`src/rtl/sbd_pkg.sv`:
```
// shared constants, carrier types and decoders for the stepper bridge serial controller
// Behaviour
// RQ1 - fast sink overcurrent after turn-on means supply short
// RQ2 - after supply short, retry on next 7 triggers
// RQ3 - sink overcurrent fully blanked right after turn-on
// RQ4 - short window uses high threshold, sets flag
// RQ5 - later nominal threshold only chops, no flag
// RQ6 - source overload drives lower flag low
// RQ7 - chip-select rising edge clears overload flag
// RQ8 - shorted load codes depend on event coincidence
// RQ9 - missing flyback after reversal drives upper low
// RQ10 - no open-load test in hold current
// RQ11 - spurious hold open-load clears within eight reversals
// RQ12 - two flag bits encode status four ways
// RQ13 - filter settles after four chops or reversals
// RQ14 - supply-short flag persists until chop or disable
// RQ15 - flyback diagnosis masked at hold reversal
// RQ16 - flyback check stays active during hold chopping
// RQ17 - enable falling edge wakes, ready after delay
// RQ18 - frame starts on select fall, sample rising
// RQ19 - next output bit shifted on falling clock
// RQ20 - apply frame only on multiple-of-eight clocks
// RQ21 - serial output driven only while selected
// RQ22 - byte fields: currents, polarities, two flags
// RQ23 - both current bits high disable bridge
// RQ24 - eight supply shorts lock sink until transfer
// RQ25 - flags loaded into top bits at frame start
// RQ26 - long frame applies the last eight bits
package sbd_pkg;
	// clock and times
	localparam int CLK_PERIOD_PS = 4000; // 250 MHz system clock
	localparam int BLANK_NS = 2000; // turn-on blanking, least time
	localparam int SHORT_WIN_NS = 5000; // end of short window, longest time
	localparam int FLYBACK_NS = 2000; // wait for a flyback pulse
	localparam int WAKE_US = 30; // enable to first clock, least time
	localparam int BLANK_CYC = (BLANK_NS * 1000 + CLK_PERIOD_PS - 1) / CLK_PERIOD_PS;
	localparam int PWM_CYC = (SHORT_WIN_NS * 1000) / CLK_PERIOD_PS;
	localparam int FLY_CYC = (FLYBACK_NS * 1000 + CLK_PERIOD_PS - 1) / CLK_PERIOD_PS;
	localparam int WAKE_CYC_DEF = (WAKE_US * 1000000 + CLK_PERIOD_PS - 1) / CLK_PERIOD_PS;
	localparam int TMR_W = 11; // holds PWM_CYC and FLY_CYC
	localparam int WAKE_W = 16; // holds the wake count
	// diagnosis counts
	localparam logic [3:0] VS_LIMIT = 4'h8; // detections before lock-out
	localparam logic [2:0] FILT_SETTLE = 3'h4; // filter events to settle
	// frame layout
	localparam int FRAME_BITS = 8;
	localparam int FLAG_UP_BIT = 7;
	localparam int FLAG_LO_BIT = 6;
	localparam int CFG_W = 6; // bits 5:0 hold the bridge settings
	localparam logic [CFG_W-1:0] CFG_RESET = 6'h36; // both bridges off
	localparam logic [2:0] BIT_CNT_ZERO = 3'h0;
	// current codes, upper bit first
	localparam logic [1:0] CODE_OFF = 2'h3;
	localparam logic [1:0] HOLD_CURRENT_CODE = 2'h2;
	localparam logic [1:0] FULL_CURRENT_CODE = 2'h0;
	// one bridge setting
	typedef struct packed {
		logic [1:0] current;
		logic polarity;
	} sbd_bridge_cfg_t;
	// four gate drives of a bridge
	typedef struct packed {
		logic src1;
		logic src2;
		logic sink1;
		logic sink2;
	} sbd_gate_t;
	// pins coming from outside the clock domain
	typedef struct packed {
		logic cs_low;
		logic sclk;
		logic sdi;
		logic enable_low_input;
		logic overtemp;
		logic [1:0] osc_trig;
		logic [1:0] oc_short;
		logic [1:0] oc_nom;
		logic [1:0] src_ovl;
		logic [1:0] flyback;
	} sbd_pins_t;
	localparam int PINS_W = $bits(sbd_pins_t);
	localparam logic [PINS_W-1:0] PINS_IDLE = 15'h4800; // deselected, clock low, disabled
	// sink transistor phases after a trigger
	typedef enum logic [1:0] {SK_IDLE, SK_BLANK, SK_SHORTWIN, SK_PWM} sbd_sink_t;
	// bridge 0 is A in bits 5:3, bridge 1 is B in bits 2:0
	function automatic sbd_bridge_cfg_t sbd_cfg_of(input logic [CFG_W-1:0] c, input int b);
		sbd_cfg_of = (b == 0) ? c[5:3] : c[2:0]; // RQ22
	endfunction : sbd_cfg_of
endpackage : sbd_pkg

```
`src/rtl/sbd_ctrl.sv`:
```
// serial frame handling, bridge drive and diagnosis flags of the stepper driver
module sbd_ctrl import sbd_pkg::*; #(
	parameter int WAKE_CYC = WAKE_CYC_DEF
) (
	// clock and reset
	input wire logic clock_i,
	input wire logic reset_i,
	// serial link pins
	input wire logic cs_low_i,
	input wire logic sclk_i,
	input wire logic sdi_i,
	output logic sdo_o,
	output logic sdo_oe_o,
	// enable pin and readiness
	input wire logic enable_low_input_i,
	output logic ready_o,
	// analog comparator and oscillator events, index 0 is bridge A
	input wire logic [1:0] osc_trig_i,
	input wire logic [1:0] oc_short_i,
	input wire logic [1:0] oc_nom_i,
	input wire logic [1:0] src_ovl_i,
	input wire logic [1:0] flyback_i,
	input wire logic overtemp_i,
	// bridge drives and status
	output sbd_gate_t gate_a_o,
	output sbd_gate_t gate_b_o,
	output logic diag_flag_upper_o,
	output logic diag_flag_lower_o
);
	sbd_pins_t pins_raw; // gathered raw pins
	sbd_pins_t lv; // filtered levels
	sbd_pins_t rs; // rising pulses
	sbd_pins_t fl; // falling pulses
	logic awake; // enable pin is low
	logic apply; // frame accepted this cycle
	logic cs_end; // select released this cycle
	logic flag_up; // status bits, active low as on the wire
	logic flag_lo;

	assign pins_raw = '{cs_low: cs_low_i, sclk: sclk_i, sdi: sdi_i,
		enable_low_input: enable_low_input_i, overtemp: overtemp_i, osc_trig: osc_trig_i,
		oc_short: oc_short_i, oc_nom: oc_nom_i, src_ovl: src_ovl_i, flyback: flyback_i};

	// every outside signal passes the same filter so relative order is kept
	sbd_sync #(.W(PINS_W), .INIT(PINS_IDLE)) u_sync (
		.clock_i(clock_i),
		.reset_i(reset_i),
		.async_i(pins_raw),
		.level_o(lv),
		.rise_o(rs),
		.fall_o(fl)
	);

	assign awake = ~lv.enable_low_input;

	// serial group
	logic in_frame_r, in_frame_nxt; // frame open
	logic [2:0] cnt_r, cnt_nxt; // clocks modulo eight
	logic any_r, any_nxt; // at least one clock seen
	logic [FRAME_BITS-1:0] rx_r, rx_nxt; // last eight bits received
	logic [FRAME_BITS-1:0] tx_r, tx_nxt; // outgoing byte
	logic [CFG_W-1:0] cfg_r, cfg_nxt; // applied bridge settings
	logic ready_r, ready_nxt; // wake delay elapsed
	logic [WAKE_W-1:0] wake_r, wake_nxt; // wake delay counter

	// frame capture, shifting and acceptance
	always_comb begin
		in_frame_nxt = in_frame_r;
		cnt_nxt = cnt_r;
		any_nxt = any_r;
		rx_nxt = rx_r;
		tx_nxt = tx_r;
		cfg_nxt = cfg_r;
		ready_nxt = ready_r;
		wake_nxt = wake_r;
		apply = 1'b0;
		cs_end = 1'b0;
		if (!awake) begin
			// disabled: everything except the receive register rx_r returns to its reset view
			in_frame_nxt = 1'b0;
			cnt_nxt = BIT_CNT_ZERO;
			any_nxt = 1'b0;
			tx_nxt = '1;
			cfg_nxt = CFG_RESET;
			ready_nxt = 1'b0;
			wake_nxt = '0;
		end else if (!ready_r) begin
			// frames that start early are ignored, the host owes the delay
			if (wake_r >= WAKE_W'(WAKE_CYC - 1)) begin
				ready_nxt = 1'b1; // RQ17
			end else begin
				wake_nxt = wake_r + WAKE_W'(1); // RQ17
			end
		end else begin
			if (fl.cs_low) begin
				// open a frame and present the status in the top bits
				in_frame_nxt = 1'b1; // RQ18
				cnt_nxt = BIT_CNT_ZERO;
				any_nxt = 1'b0;
				tx_nxt = {flag_up, flag_lo, cfg_r}; // RQ25
			end else if (in_frame_r && rs.cs_low) begin
				// close the frame; a partial byte leaves the bridge settings alone
				in_frame_nxt = 1'b0;
				cs_end = 1'b1; // RQ7
				if (any_r && cnt_r == BIT_CNT_ZERO) begin
					cfg_nxt = rx_r[CFG_W-1:0]; // RQ20 RQ26
					apply = 1'b1; // RQ20
				end
			end else if (in_frame_r && rs.sclk) begin
				// sample on the rising clock, older bits fall off the top
				rx_nxt = {rx_r[FRAME_BITS-2:0], lv.sdi}; // RQ18 RQ26
				cnt_nxt = cnt_r + 3'h1;
				any_nxt = 1'b1;
			end else if (in_frame_r && fl.sclk) begin
				tx_nxt = {tx_r[FRAME_BITS-2:0], 1'b1}; // RQ19
			end
		end
	end

	// register the serial group
	always_ff @(posedge clock_i) begin
		if (reset_i) begin
			in_frame_r <= 1'b0;
			cnt_r <= BIT_CNT_ZERO;
			any_r <= 1'b0;
			rx_r <= '0;
			tx_r <= '1;
			cfg_r <= CFG_RESET;
			ready_r <= 1'b0;
			wake_r <= '0;
		end else begin
			in_frame_r <= in_frame_nxt;
			cnt_r <= cnt_nxt;
			any_r <= any_nxt;
			rx_r <= rx_nxt;
			tx_r <= tx_nxt;
			cfg_r <= cfg_nxt;
			ready_r <= ready_nxt;
			wake_r <= wake_nxt;
		end
	end

	assign sdo_o = tx_r[FRAME_BITS-1];
	assign sdo_oe_o = ~lv.cs_low; // RQ21
	assign ready_o = ready_r;

	// bridge and diagnosis group
	sbd_sink_t sink_r [2];
	sbd_sink_t sink_nxt [2];
	logic [TMR_W-1:0] tmr_r [2]; // time since sink turn-on
	logic [TMR_W-1:0] tmr_nxt [2];
	logic [TMR_W-1:0] fly_tmr_r [2]; // flyback wait time
	logic [TMR_W-1:0] fly_tmr_nxt [2];
	logic [1:0] fly_wait_r, fly_wait_nxt; // waiting for a flyback pulse
	logic [1:0] pol_r, pol_nxt; // last seen polarity
	logic [1:0] ovl_off_r, ovl_off_nxt; // bridge shut by source overload
	logic [1:0] lock_r, lock_nxt; // sink held off after repeated shorts
	logic [3:0] vs_cnt_r [2]; // consecutive supply-short detections
	logic [3:0] vs_cnt_nxt [2];
	logic vs_short_r, vs_short_nxt; // shared supply-short flag
	logic ovl_r, ovl_nxt; // shared overload flag
	logic open_r, open_nxt; // shared open-load flag
	logic [2:0] filt_r, filt_nxt; // diagnosis filter events
	sbd_gate_t gate_r [2];
	sbd_gate_t gate_nxt [2];

	// sink sequencing, protection and flags
	always_comb begin
		sbd_bridge_cfg_t bc;
		logic active, hold, chop, vs_det, ovl_det, pol_chg, settled, vs_clr, vs_set;
		bc = '0;
		active = 1'b0;
		hold = 1'b0;
		chop = 1'b0;
		vs_det = 1'b0;
		ovl_det = 1'b0;
		pol_chg = 1'b0;
		vs_clr = 1'b0;
		vs_set = 1'b0;
		settled = (filt_r >= FILT_SETTLE);
		filt_nxt = filt_r;
		open_nxt = open_r;
		vs_short_nxt = vs_short_r;
		ovl_nxt = ovl_r;
		// any frame end, partial or whole, releases overload shut-off; a set in the same cycle wins below
		ovl_off_nxt = cs_end ? 2'b00 : ovl_off_r; // RQ7
		if (cs_end) begin
			ovl_nxt = 1'b0; // RQ7
		end
		lock_nxt = apply ? 2'b00 : lock_r; // RQ24
		pol_nxt = pol_r;
		fly_wait_nxt = fly_wait_r;
		for (int b = 0; b < 2; b++) begin
			bc = sbd_cfg_of(cfg_r, b);
			hold = (bc.current == HOLD_CURRENT_CODE);
			active = ready_r && (bc.current != CODE_OFF) && !ovl_off_r[b]; // RQ23
			chop = 1'b0;
			vs_det = 1'b0;
			ovl_det = active && rs.src_ovl[b];
			pol_chg = (bc.polarity != pol_r[b]);
			pol_nxt[b] = bc.polarity;
			sink_nxt[b] = sink_r[b];
			tmr_nxt[b] = tmr_r[b];
			vs_cnt_nxt[b] = vs_cnt_r[b];
			fly_tmr_nxt[b] = fly_tmr_r[b];
			unique case (sink_r[b])
				SK_IDLE: begin
					// oscillator trigger turns the sink on, also as a retry
					if (active && !lock_r[b] && rs.osc_trig[b]) begin
						sink_nxt[b] = SK_BLANK; // RQ2
						tmr_nxt[b] = '0;
					end
				end
				SK_BLANK: begin
					// comparators ignored to ride over switching spikes
					tmr_nxt[b] = tmr_r[b] + TMR_W'(1); // RQ3
					if (tmr_r[b] >= TMR_W'(BLANK_CYC - 1)) begin
						sink_nxt[b] = SK_SHORTWIN; // RQ3
					end
				end
				SK_SHORTWIN: begin
					tmr_nxt[b] = tmr_r[b] + TMR_W'(1);
					if (lv.oc_short[b]) begin
						sink_nxt[b] = SK_IDLE; // RQ1 RQ4
						vs_det = 1'b1; // RQ1 RQ4
					end else if (tmr_r[b] >= TMR_W'(PWM_CYC - 1)) begin
						sink_nxt[b] = SK_PWM;
					end
				end
				SK_PWM: begin
					// nominal threshold is plain regulation, never an error
					if (lv.oc_nom[b]) begin
						sink_nxt[b] = SK_IDLE; // RQ5
						chop = 1'b1; // RQ5
					end
				end
			endcase
			if (!active) begin
				sink_nxt[b] = SK_IDLE;
			end
			// repeated shorts: retry on the next triggers, then lock out
			if (vs_det) begin
				vs_cnt_nxt[b] = vs_cnt_r[b] + 4'h1; // RQ2
				if (vs_cnt_r[b] + 4'h1 >= VS_LIMIT) begin
					lock_nxt[b] = 1'b1; // RQ24
					vs_cnt_nxt[b] = '0;
				end
			end else if (chop || apply) begin
				vs_cnt_nxt[b] = '0;
			end
			// overload coinciding with sink short reports as overload only
			if (vs_det && !ovl_det) begin
				vs_short_nxt = 1'b1; // RQ2 RQ8 RQ14
				vs_set = 1'b1;
			end else if (chop) begin
				vs_clr = 1'b1; // RQ14
			end
			if (ovl_det) begin
				ovl_nxt = 1'b1; // RQ6 RQ8
				ovl_off_nxt[b] = 1'b1; // RQ6
			end
			// filter advances on chops or on reversals, until it has settled
			if ((chop || (pol_chg && ready_r)) && !settled) begin
				filt_nxt = filt_r + 3'h1; // RQ13
			end
			if (chop || (pol_chg && active && !hold)) begin
				// hold reversals are not checked: the flyback is too short there
				fly_wait_nxt[b] = 1'b1; // RQ9 RQ10 RQ15 RQ16
				fly_tmr_nxt[b] = '0;
			end else if (fly_wait_r[b]) begin
				fly_tmr_nxt[b] = fly_tmr_r[b] + TMR_W'(1);
				if (lv.flyback[b]) begin
					fly_wait_nxt[b] = 1'b0;
					if (settled) begin
						open_nxt = 1'b0;
					end
				end else if (fly_tmr_r[b] >= TMR_W'(FLY_CYC - 1)) begin
					fly_wait_nxt[b] = 1'b0;
					open_nxt = 1'b1; // RQ9 RQ13
				end
			end
			// unsettled hold reversals may show a random open load
			if (pol_chg && ready_r && hold && !settled && !lv.flyback[b]) begin
				open_nxt = 1'b1;
			end
			gate_nxt[b].src1 = active && bc.polarity;
			gate_nxt[b].src2 = active && !bc.polarity;
			gate_nxt[b].sink1 = (sink_r[b] != SK_IDLE) && !bc.polarity;
			gate_nxt[b].sink2 = (sink_r[b] != SK_IDLE) && bc.polarity;
		end
		if (vs_clr && !vs_set) begin // a same-cycle short on either bridge wins
			vs_short_nxt = 1'b0; // RQ14
		end
		// settling in hold mode drops a spurious open-load report
		if (filt_nxt >= FILT_SETTLE && !settled) begin
			if (sbd_cfg_of(cfg_r, 0).current == HOLD_CURRENT_CODE ||
					sbd_cfg_of(cfg_r, 1).current == HOLD_CURRENT_CODE) begin
				open_nxt = 1'b0; // RQ11
			end
		end
	end

	// register the bridge group; disable clears it like a reset
	always_ff @(posedge clock_i) begin
		if (reset_i || !awake) begin
			for (int b = 0; b < 2; b++) begin
				sink_r[b] <= SK_IDLE;
				tmr_r[b] <= '0;
				fly_tmr_r[b] <= '0;
				vs_cnt_r[b] <= '0;
				gate_r[b] <= '0;
			end
			fly_wait_r <= 2'b00;
			pol_r <= 2'b00;
			ovl_off_r <= 2'b00;
			lock_r <= 2'b00;
			vs_short_r <= 1'b0; // RQ14
			ovl_r <= 1'b0;
			open_r <= 1'b0;
			filt_r <= '0;
		end else begin
			sink_r <= sink_nxt;
			tmr_r <= tmr_nxt;
			fly_tmr_r <= fly_tmr_nxt;
			vs_cnt_r <= vs_cnt_nxt;
			gate_r <= gate_nxt;
			fly_wait_r <= fly_wait_nxt;
			pol_r <= pol_nxt;
			ovl_off_r <= ovl_off_nxt;
			lock_r <= lock_nxt;
			vs_short_r <= vs_short_nxt;
			ovl_r <= ovl_nxt;
			open_r <= open_nxt;
			filt_r <= filt_nxt;
		end
	end

	// status encoding; over-temperature forces both low, overload masks open load
	assign flag_up = ~(lv.overtemp | vs_short_r | (open_r & ~ovl_r)); // RQ12
	assign flag_lo = ~(lv.overtemp | ovl_r); // RQ12
	assign diag_flag_upper_o = flag_up;
	assign diag_flag_lower_o = flag_lo;
	assign gate_a_o = gate_r[0];
	assign gate_b_o = gate_r[1];
endmodule : sbd_ctrl

```
`src/rtl/sbd_sync.sv`:
```
// three-stage pin synchroniser with agreement filter and edge pulses
module sbd_sync import sbd_pkg::*; #(
	parameter int W = 1,
	parameter logic [W-1:0] INIT = '0
) (
	// clock and reset
	input wire logic clock_i,
	input wire logic reset_i,
	// raw pins and filtered view
	input wire logic [W-1:0] async_i,
	output logic [W-1:0] level_o,
	output logic [W-1:0] rise_o,
	output logic [W-1:0] fall_o
);
	logic [W-1:0] s1_r; // metastable stage, read only by s2
	logic [W-1:0] s2_r;
	logic [W-1:0] s3_r;
	logic [W-1:0] lvl_r; // accepted level
	logic [W-1:0] lvl_nxt;
	// a change counts once stages two and three agree
	always_comb begin
		lvl_nxt = lvl_r;
		for (int i = 0; i < W; i++) begin
			if (s2_r[i] == s3_r[i]) begin
				lvl_nxt[i] = s3_r[i];
			end
		end
	end
	// register the stages
	always_ff @(posedge clock_i) begin
		if (reset_i) begin
			s1_r <= INIT;
			s2_r <= INIT;
			s3_r <= INIT;
			lvl_r <= INIT;
		end else begin
			s1_r <= async_i;
			s2_r <= s1_r;
			s3_r <= s2_r;
			lvl_r <= lvl_nxt;
		end
	end
	assign level_o = lvl_r;
	assign rise_o = lvl_nxt & ~lvl_r;
	assign fall_o = ~lvl_nxt & lvl_r;
endmodule : sbd_sync

```
`config.mk`:
```
export PLATFORM = sky130hd
export DESIGN_NAME = sbd_ctrl
export DESIGN_NICKNAME = d
export VERILOG_FILES = /design/src/rtl/sbd_pkg.sv /design/src/rtl/sbd_ctrl.sv /design/src/rtl/sbd_sync.sv
export SDC_FILE = /design/constraint.sdc
export NUM_CORES = 1
export LEC_CHECK = 0
export ABC_CLOCK_PERIOD_IN_PS = 1900
export BUFFER_PORTS_ARGS = -buffer_cell sky130_fd_sc_hd__buf_2
export CORE_MARGIN = 2
export CORE_UTILIZATION = 53
export CTS_BUF_LIST = sky130_fd_sc_hd__clkbuf_4 sky130_fd_sc_hd__clkbuf_8 sky130_fd_sc_hd__clkbuf_16
export DETAILED_ROUTE_END_ITERATION = 16
export PLACE_DENSITY_LB_ADDON = 0.15
export SLEW_MARGIN = 25
export SYNTH_ARGS = -nofsm -noshare
export SYNTH_HDL_FRONTEND = slang
export SYNTH_SLANG_ARGS = --single-unit
```
`constraint.sdc`:
```
create_clock -name clock_i -period 1.9 [get_ports clock_i]
set_input_delay 0.38 -clock clock_i [delete_from_list [all_inputs] [get_ports clock_i]]
set_output_delay 0.38 -clock clock_i [all_outputs]
set_load 0.02 [all_outputs]
```
### Yosys cells after proc, flatten, opt, wreduce, memory -nomap -nowiden

Index checks and enable logic that the tools add are counted.
W data, S select, Z words.

* order comparisons: 11
* reduce and logical (&&, ||, !) cells: 96
* equality and inequality tests: 37
* multiplexer cells: 111
* bitwise gates (word level): 19
* add/sub/neg operators: 9

Operators with widths (number)
* $mux W1: 78
* $add A11 B1 Y11 const B: 4
* $ge A11 B9 Y1 const B: 4
* $pmux W11 S2: 2
* $logic_and A1 B1 Y1: 40
* $mux W8: 4
* $and A15 B15 Y15: 2
* $not A15 Y15: 2
* $mux W2: 12
* $mux W4: 6
* $reduce_bool A2 Y1: 12
* $ge A11 B11 Y1 const B: 2
* $mux W11: 2
* $add A16 B1 Y16 const B: 1
* $ge A16 B13 Y1 const B: 1
* $ne A2 B2 Y1 const B: 8
* $pmux W2 S4: 2
* $reduce_and A4 Y1: 4
* $reduce_or A2 Y1: 8
* $eq A1 B1 Y1: 15
* $mux W3: 5
* $logic_not A1 Y1: 14
* $eq A2 B2 Y1 const B: 6
* $not A1 Y1: 11
* 17 further kinds: 38

* flip-flop bits (word level): 180
* logic and storage cells: 320
* bits of input ports: 17

### Longest topological paths before layout

Gate-level depths: netlist of run 1.

* word-level depth: 15
* depth in mapped cells: 7
* mapped depth without buffers: 7

### Hierarchy

From an unflattened synthesis of run 1, not the netlist that was laid out.

* cells, all modules: 830
* area, all modules: 7567.3 µm²

By module, submodules not included
* sbd_ctrl: seq. area each 2402.3 µm², cells an instance 629, instances 1, area an instance 5617.9 µm²
* sbd_sync: seq. area each 1201.2 µm², cells an instance 201, instances 1, area an instance 1949.4 µm²

### Worst setup path before layout of run 1

No wires, ideal clock.

* path kind: register to register
* from: reg sink_r[2] (netlist bit)
* to: reg tmr_r[21] (netlist bit)
* arrival time: 1798 ps
* path buffers: 0
* path slack: 30 ps
* cell stages (with the launch flop): 8
* setup time: 72 ps
* cells stage by stage: dfxtp_1 -> inv_1 -> ha_1 -> inv_2 -> o41ai_4 -> nand3_2 -> or3_1 -> a21oi_1

* word-level cells in the longest chain between the ends: 4

Ends and longest elaborated chain
* from (decl): RTL line sbd_ctrl.sv:148 `sbd_sink_t sink_r [2];`
* from (signal assigned): RTL line sbd_ctrl.sv:322 `sink_r <= sink_nxt;`
* $eq A2 B2 Y1 or $eq A2 B1 Y1 (tied branches): RTL line sbd_ctrl.sv:206 `unique case (sink_r[b])`
* $reduce_or A2 Y1 (no line)
* $reduce_bool A2 Y1 (no line)
* $reduce_and A2 Y1 (no line)
* to (signal assigned): RTL line sbd_ctrl.sv:323 `tmr_r <= tmr_nxt;`
* to (decl): RTL line sbd_ctrl.sv:150 `logic [TMR_W-1:0] tmr_r [2];`

Parallel ways exist; a longest one is shown, timed or not.
A chain may end at the register's enable or synchronous reset.

### Worst setup path in the final report of run 1

Same ends and word-level chain as after synthesis.

==> results of run 1 <==
## cell type report
class / count / area [um2]
fill: 1159 / 5206
multi-input combinational: 574 / 3637
sequential: 180 / 3606
clock buffer: 20 / 447.9
timing repair buffer: 58 / 362.8
tap: 180 / 225.2
clock inverter: 9 / 155.1
inverter: 21 / 78.83
## worst register-to-register path, cell delays in order, from the launching register on
cell	delay, ns
dfxtp_2	0.35
inv_1	0.08
ha_1	0.22
buf_4	0.16
nand2b_1	0.18
o41ai_4	0.08
nand3_2	0.15
or3_1	0.36
a21oi_1	0.14
## layout by cell type, fill, tap and decap left out, drive strengths merged, types with 3 or more instances in the layout
cell      n
nand3    20
nor2b    48
nand2b    9
or3       3
nor3     19
mux2i    15
a31oi     7
nand2    61
nand4b    4
clkbuf   20
buf      58
a32oi     6
nor3b     3
or2       8
a22oi     3
xor2     25
o31ai     3
nand4    20
o21ai    33
and3     14
clkinv    3
nor4      9
bufinv    4
nor2    111
inv      22
ha       21
and2     15
xnor2    23
dfxtp   180
a21oi    41
o311ai    8
o21bai    3
## worst paths after layout
| kind | to | startpoint | cells after the start |
|---|---|---|---|
| setup / recovery | tmr_r[21] | sink_r[2] | 8 |
| hold / removal | u_sync.s1_r[14] | cs_low_i | 2 |
| setup reg to reg | tmr_r[21] | sink_r[2] | 8 |
| hold reg to reg | u_sync.s2_r[14] | u_sync.s1_r[14] | 1 |
## registers in the layout (all words and copies together) (netlist names), 6 cells and up, named ones only
name / flops
u_sync.s2_r: 15
wake_r: 16
u_sync.level_o: 6
u_sync.s1_r: 15
tmr_r: 22
cfg_r: 6
rx_r: 6
fly_tmr_r: 22
u_sync.s3_r: 15
tx_r: 8
vs_cnt_r: 8
## metrics by stage
| stage | setup slack (ns) | instance area [um2] |
|---|---|---|
| after floorplan | 0.02968 | 7383 |
| after global placement | 0.1233 | 7849 |
| after detailed placement | 0.05784 | 7849 |
| after CTS | 0.03524 | 8452 |
| after global routing | 0.003888 | 8513 |
| final | 0.09993 | 8513 |
## report_power, final
| part | total [mW] | switching [mW] | leakage (nW) | internal [mW] |
|---|---|---|---|---|
| clock network | 3.62 | 1.40 | 0.296 | 2.22 |
| logic | 0.0750 | 0.0358 | 1.57 | 0.0392 |
| registers | 3.83 | 0.0185 | 1.46 | 3.81 |
| total | 7.53 | 1.45 | 3.33 | 6.07 |
## layer usage
layer / wire [um] / part of all wire
met5: 0 / 0
met4: 315 / 0.021
met3: 457 / 0.031
met2: 7120 / 0.48
met1: 6939 / 0.47
## cells by family after synthesis
logic type | Yosys count
mux | 16
fa+ha+maj | 21
compound gates | 131
xor+xnor | 48
flops | 180
simple gates | 358
buf+inv | 49
## timing repair
action / 4_1_cts / 5_1_grt
buffers inserted: 0 / 2
endpoints found under the setup margin: 0 / 29
resized for setup: 0 / 12
endpoints found under the hold margin: 0 / 0
==> impl_metrics.yaml, run 1 <==
synthesis:
  synth_fp_nets: 841
  synth_area_leaders: "dfxtp_1 49%, nor2_1 5.6%, nor2b_1 4.1%"
  yosys_warnings: 0
  synth_seq_cells: 180
  avgSynthCellArea_um2: 9.195
  synth.cells.most_frequent: "180 x dfxtp_1, 111 x nor2_1, 61 x nand2_1"
  yosysTopAreaCell: "dfxtp_1"
  synth-compound-area-share: 0.1224
  synth-simple-area-share: 0.2500
  synth_cell_types: 70
  synth_top_family_by_area: "simple AND/OR/NAND/NOR gates"
  synth_fa_ha_area_frac: 0.03559
  synth_top_area_share: 0.4881
  yosysSeqAreaShare: 0.4881
  synth-main-ff-cell: "dfxtp_1"
  synth_edf_count: 0
  syn_inst: 803
  yosysMostFrequentCell: "dfxtp_1"
  async_flop_share: 0
  synth_area_um2: 7383
  synthXorXnorAreaFrac: 0.05694
  synthMuxAreaShare: 0.02186
clock_network:
  clock_latency_ns: 0.43
  cts_root_buf: "clkbuf_16"
  ctsLongestPathBuffers: 2
  cts-hold-fix-buffers: 0
  cts.sinks: 180
  cts_tree: "built"
  cts_inserted_buffers: 17
  cts_max_level: 4
  path_clk_slew_ns: 0.06
global_route:
  grt-busiest-layer: "met2"
  grtUsageMet2: 0.3527
  grt_pass1_vias: 5428
  track_usage: 0.2102
  grt_max_degree: 34
  antenna_found_initial: 0
  grt_pass1_wl_mm: 24.90
  grt-ovfl-total: 0
  use_met1: 0.2589
  met3_usage: 0.04822
timing:
  setup_viol: 0
  final.setup.tns_ns: 0
  worst_pin_slew_ns: 0.4864
  rsz0062_at_grt: "no"
  max_freq_mhz: 555.5
  final-max-slew-violation-count: 0
  hold_viol_final: 0
  period_needed_ns: 1.800
  final.period_utilization: 0.9474
  timing.hold.ws_ns: 0.1337
  finalClockSkew_ns: 0.01011
  maxSlewHeadroom: 0.6736
worst_hold_path:
  hp-class: "input port to flip-flop"
power:
  powerDensity_nw_per_um2: 884.2
  p_total_mw: 7.527
  ir_worst_vdd_mv: 0.6548
  p_leak_nw: 3.328
setup_path:
  cp_num_buf_inv: 2
  arrival_ns: 2.15
  end_kind: "flip-flop"
  cp_top_family: "simple AND/OR/NAND/NOR gates"
  startpoint_type: "flip-flop"
  crit_required_ns: 2.25
  r2r_slack_ns: 0.1
  cp_max_fo: 6
  max_stage_delay_ns: 0.36
  path_cells: "inv_1 -> ha_1 -> buf_4 -> nand2b_1 -> o41ai_4 -> nand3_2 -> or3_1 -> a21oi_1"
  worst_path_max_delay_cell: "or3_1"
  path_class: "flip-flop to flip-flop"
die:
  design.core.area_um2: 13720
  io_pins: 30
  initial_core_util: 0.5382
  dieArea_um2: 14890
  die_height_um: 122.0
  num_rows: 43
  die_w_um: 122.0
placed_design:
  dp.cells: 1011
  port_buffers: 29
  place_hpwl_mm: 10.46
  gp_congestion: 0.8214
detailed_routing:
  first_iter_violations: 267
  routed_via_density: 5.482
  ant_nets: 0
  first_pass_iters: 5
  drt-wirelength-per-cell_um: 14.23
  vias: 5712
  postRouteWirelength_mm: 14.83
  drc: 0
finish:
  area_growth_pct: 15.30
  drive_above_1_share: 0.1381
  final_core_util: 0.6205
  finalNonFillerCells: 1042
  nNetsFinal: 890
  n_antenna_cell: 0
job:
  cap_violations: 0
status:
  status: "finished clean"
No activity file was read; power rests on OpenSTA's default activity.
==> run 2, diff against run 1 <==
==> constraint.sdc (replaced) <==
create_clock -name clock_i -period 1.9 [get_ports clock_i]
set_input_delay 0 -clock clock_i [delete_from_list [all_inputs] [get_ports clock_i]]
set_output_delay 0 -clock clock_i [all_outputs]
set_load 0.02 [all_outputs]
==> impl_metrics.yaml, run 2 (synthesis results as in run 1) <==
finish:
  multi_input_area_um2: 3622
  finalNonFillerCells: 1062
  area_growth_pct: 17.44
  reg.largest.list: "fly_tmr_r: 22 flops, tmr_r: 22 flops, wake_r: 16 flops"
  fill_cells: 1153
  nNetsFinal: 907
  n_antenna_cell: 0
  layout_commonest_cell: "dfxtp_1"
  register_area_um2: 3606
  drive_above_1_share: 0.1372
  mostFrequentLayoutCells: "178 x dfxtp_1, 111 x nor2_1, 61 x nand2_1, 48 x nor2b_1, 41 x a21oi_1"
clock_network:
  clock_latency_ns: 0.42
  cts.sinks: 180
  ctsLongestPathBuffers: 2
  cts_tree: "built"
  cts_root_buf: "clkbuf_16"
  cts_inserted_buffers: 17
  cts_max_level: 4
  path_clk_slew_ns: 0.07
setup_path:
  path_class: "flip-flop to flip-flop"
  crit_required_ns: 2.23
  startpoint_type: "flip-flop"
  end_kind: "flip-flop"
  cp_max_fo: 5
  arrival_ns: 2.23
detailed_routing:
  drc: 0
  postRouteWirelength_mm: 14.81
  drt-wirelength-per-cell_um: 13.94
  top_layer_used: "met4"
  wl_met2_mm: 7.190
  wl_met1_mm: 6.844
  first_iter_violations: 378
  ant_nets: 0
  wl_met3_um: 448
  routed_via_density: 5.407
  first_pass_iters: 5
  vias: 5742
placed_design:
  dp_slack_ns: 0.007459
  port_buffers: 29
  dp.cells: 1012
  place_hpwl_mm: 10.48
  gp_congestion: 0.8335
power:
  seqPwrFrac: 0.513
  power.net_switching_mw: 1.532
  p_leak_nw: 3.375
  internal_power_mw: 5.937
  ir_worst_vdd_mv: 0.6442
  switching_share: 0.2051
  powerDensity_nw_per_um2: 861.4
  p_clk_frac: 0.474
  combinationalPowerShare: 0.013
timing:
  maxSlewHeadroom: 0.6457
  final.period_utilization: 0.9980
  worst_pin_slew_ns: 0.5279
  final-max-slew-violation-count: 0
  period_needed_ns: 1.896
  final.setup.tns_ns: 0
  fin_ws_ns: 0.003710
  max_freq_mhz: 527.3
  setup_viol: 0
  hold_viol_final: 0
  finalClockSkew_ns: 0.007315
global_route:
  track_usage: 0.2110
  grt_max_degree: 52
  antenna_found_initial: 0
  grt_pass1_wl_mm: 25.19
  grt-ovfl-total: 0
  grt_pass1_vias: 5451
die:
  die_w_um: 122.0
  io_pins: 30
  die_height_um: 122.0
  num_rows: 43
  design.core.area_um2: 13720
  initial_core_util: 0.5382
  dieArea_um2: 14890
status:
  status: "finished clean"
worst_hold_path:
  hp-class: "input port to flip-flop"
job:
  cap_violations: 0
run 2: final cells by class:
class / count / area share
Timing Repair Buffer: 75 / 0.06118
Multi-Input combinational cell: 574 / 0.4177
Tap cell: 180 / 0.02597
Sequential cell: 180 / 0.4159
Clock buffer: 20 / 0.05382
Inverter: 21 / 0.009091
Clock inverter: 12 / 0.01631
run 2: timing repair:
action / CTS / global route
gates resized for setup: 0 / 9
gates cloned: 0 / 0
endpoints found under the hold margin: 22 / 0
endpoints found under the setup margin: 1 / 27
hold buffers: 16 / 0
pin swaps: 1 / 3
setup buffers: 0 / 2
run 2: worst paths after layout:
path | endpoint | cells past startpoint | slack (ns) | from
min reg2reg | u_sync.s2_r[14] | 1 | 0.42 | u_sync.s1_r[14]
min | u_sync.s1_r[11] | 3 | 0.30 | enable_low_input_i
max reg2reg | tmr_r[21] | 7 | 0.004 | sink_r[2]
max | tmr_r[21] | 7 | 0.004 | sink_r[2]
run 2: metrics by stage:
step	utilization	total power [mW]	area, um2	hold slack [ns]
final	0.6320	7.469	8671	0.3021
after global routing	0.6320	7.728	8671	0.3057
after CTS	0.6286	7.541	8625	0.2740
after detailed placement	0.5726	3.990	7856	0.1847
after global placement	0.5726	3.987	7856	0.1844
after floorplan	-	3.958	7383	0.1038
run 2: critical path, cell delays in order (launching register included):
cell and delay [ns]:
dfxtp_2 0.34, inv_1 0.11, ha_2 0.20, inv_2 0.06, o41ai_4 0.37, nand3_2 0.15, or3_1 0.38, a21oi_1 0.20
run 2: power by group through the flow:
stage | Sequential (mW) | Combinational, mW | Clock (mW)
global placement | 3.91 | 0.0729 | 0
floorplan | 3.91 | 0.0482 | 0
detailed placement | 3.92 | 0.0746 | 0
global route | 3.83 | 0.112 | 3.78
CTS | 3.83 | 0.0993 | 3.61
finish | 3.83 | 0.0993 | 3.54
run 2: per-layer routing:
metal	up-vias	track usage
met5	-	0
met4	0	0.06753
met3	27	0.05150
met2	92	0.3537
met1	2691	0.2678
li1	2932	-
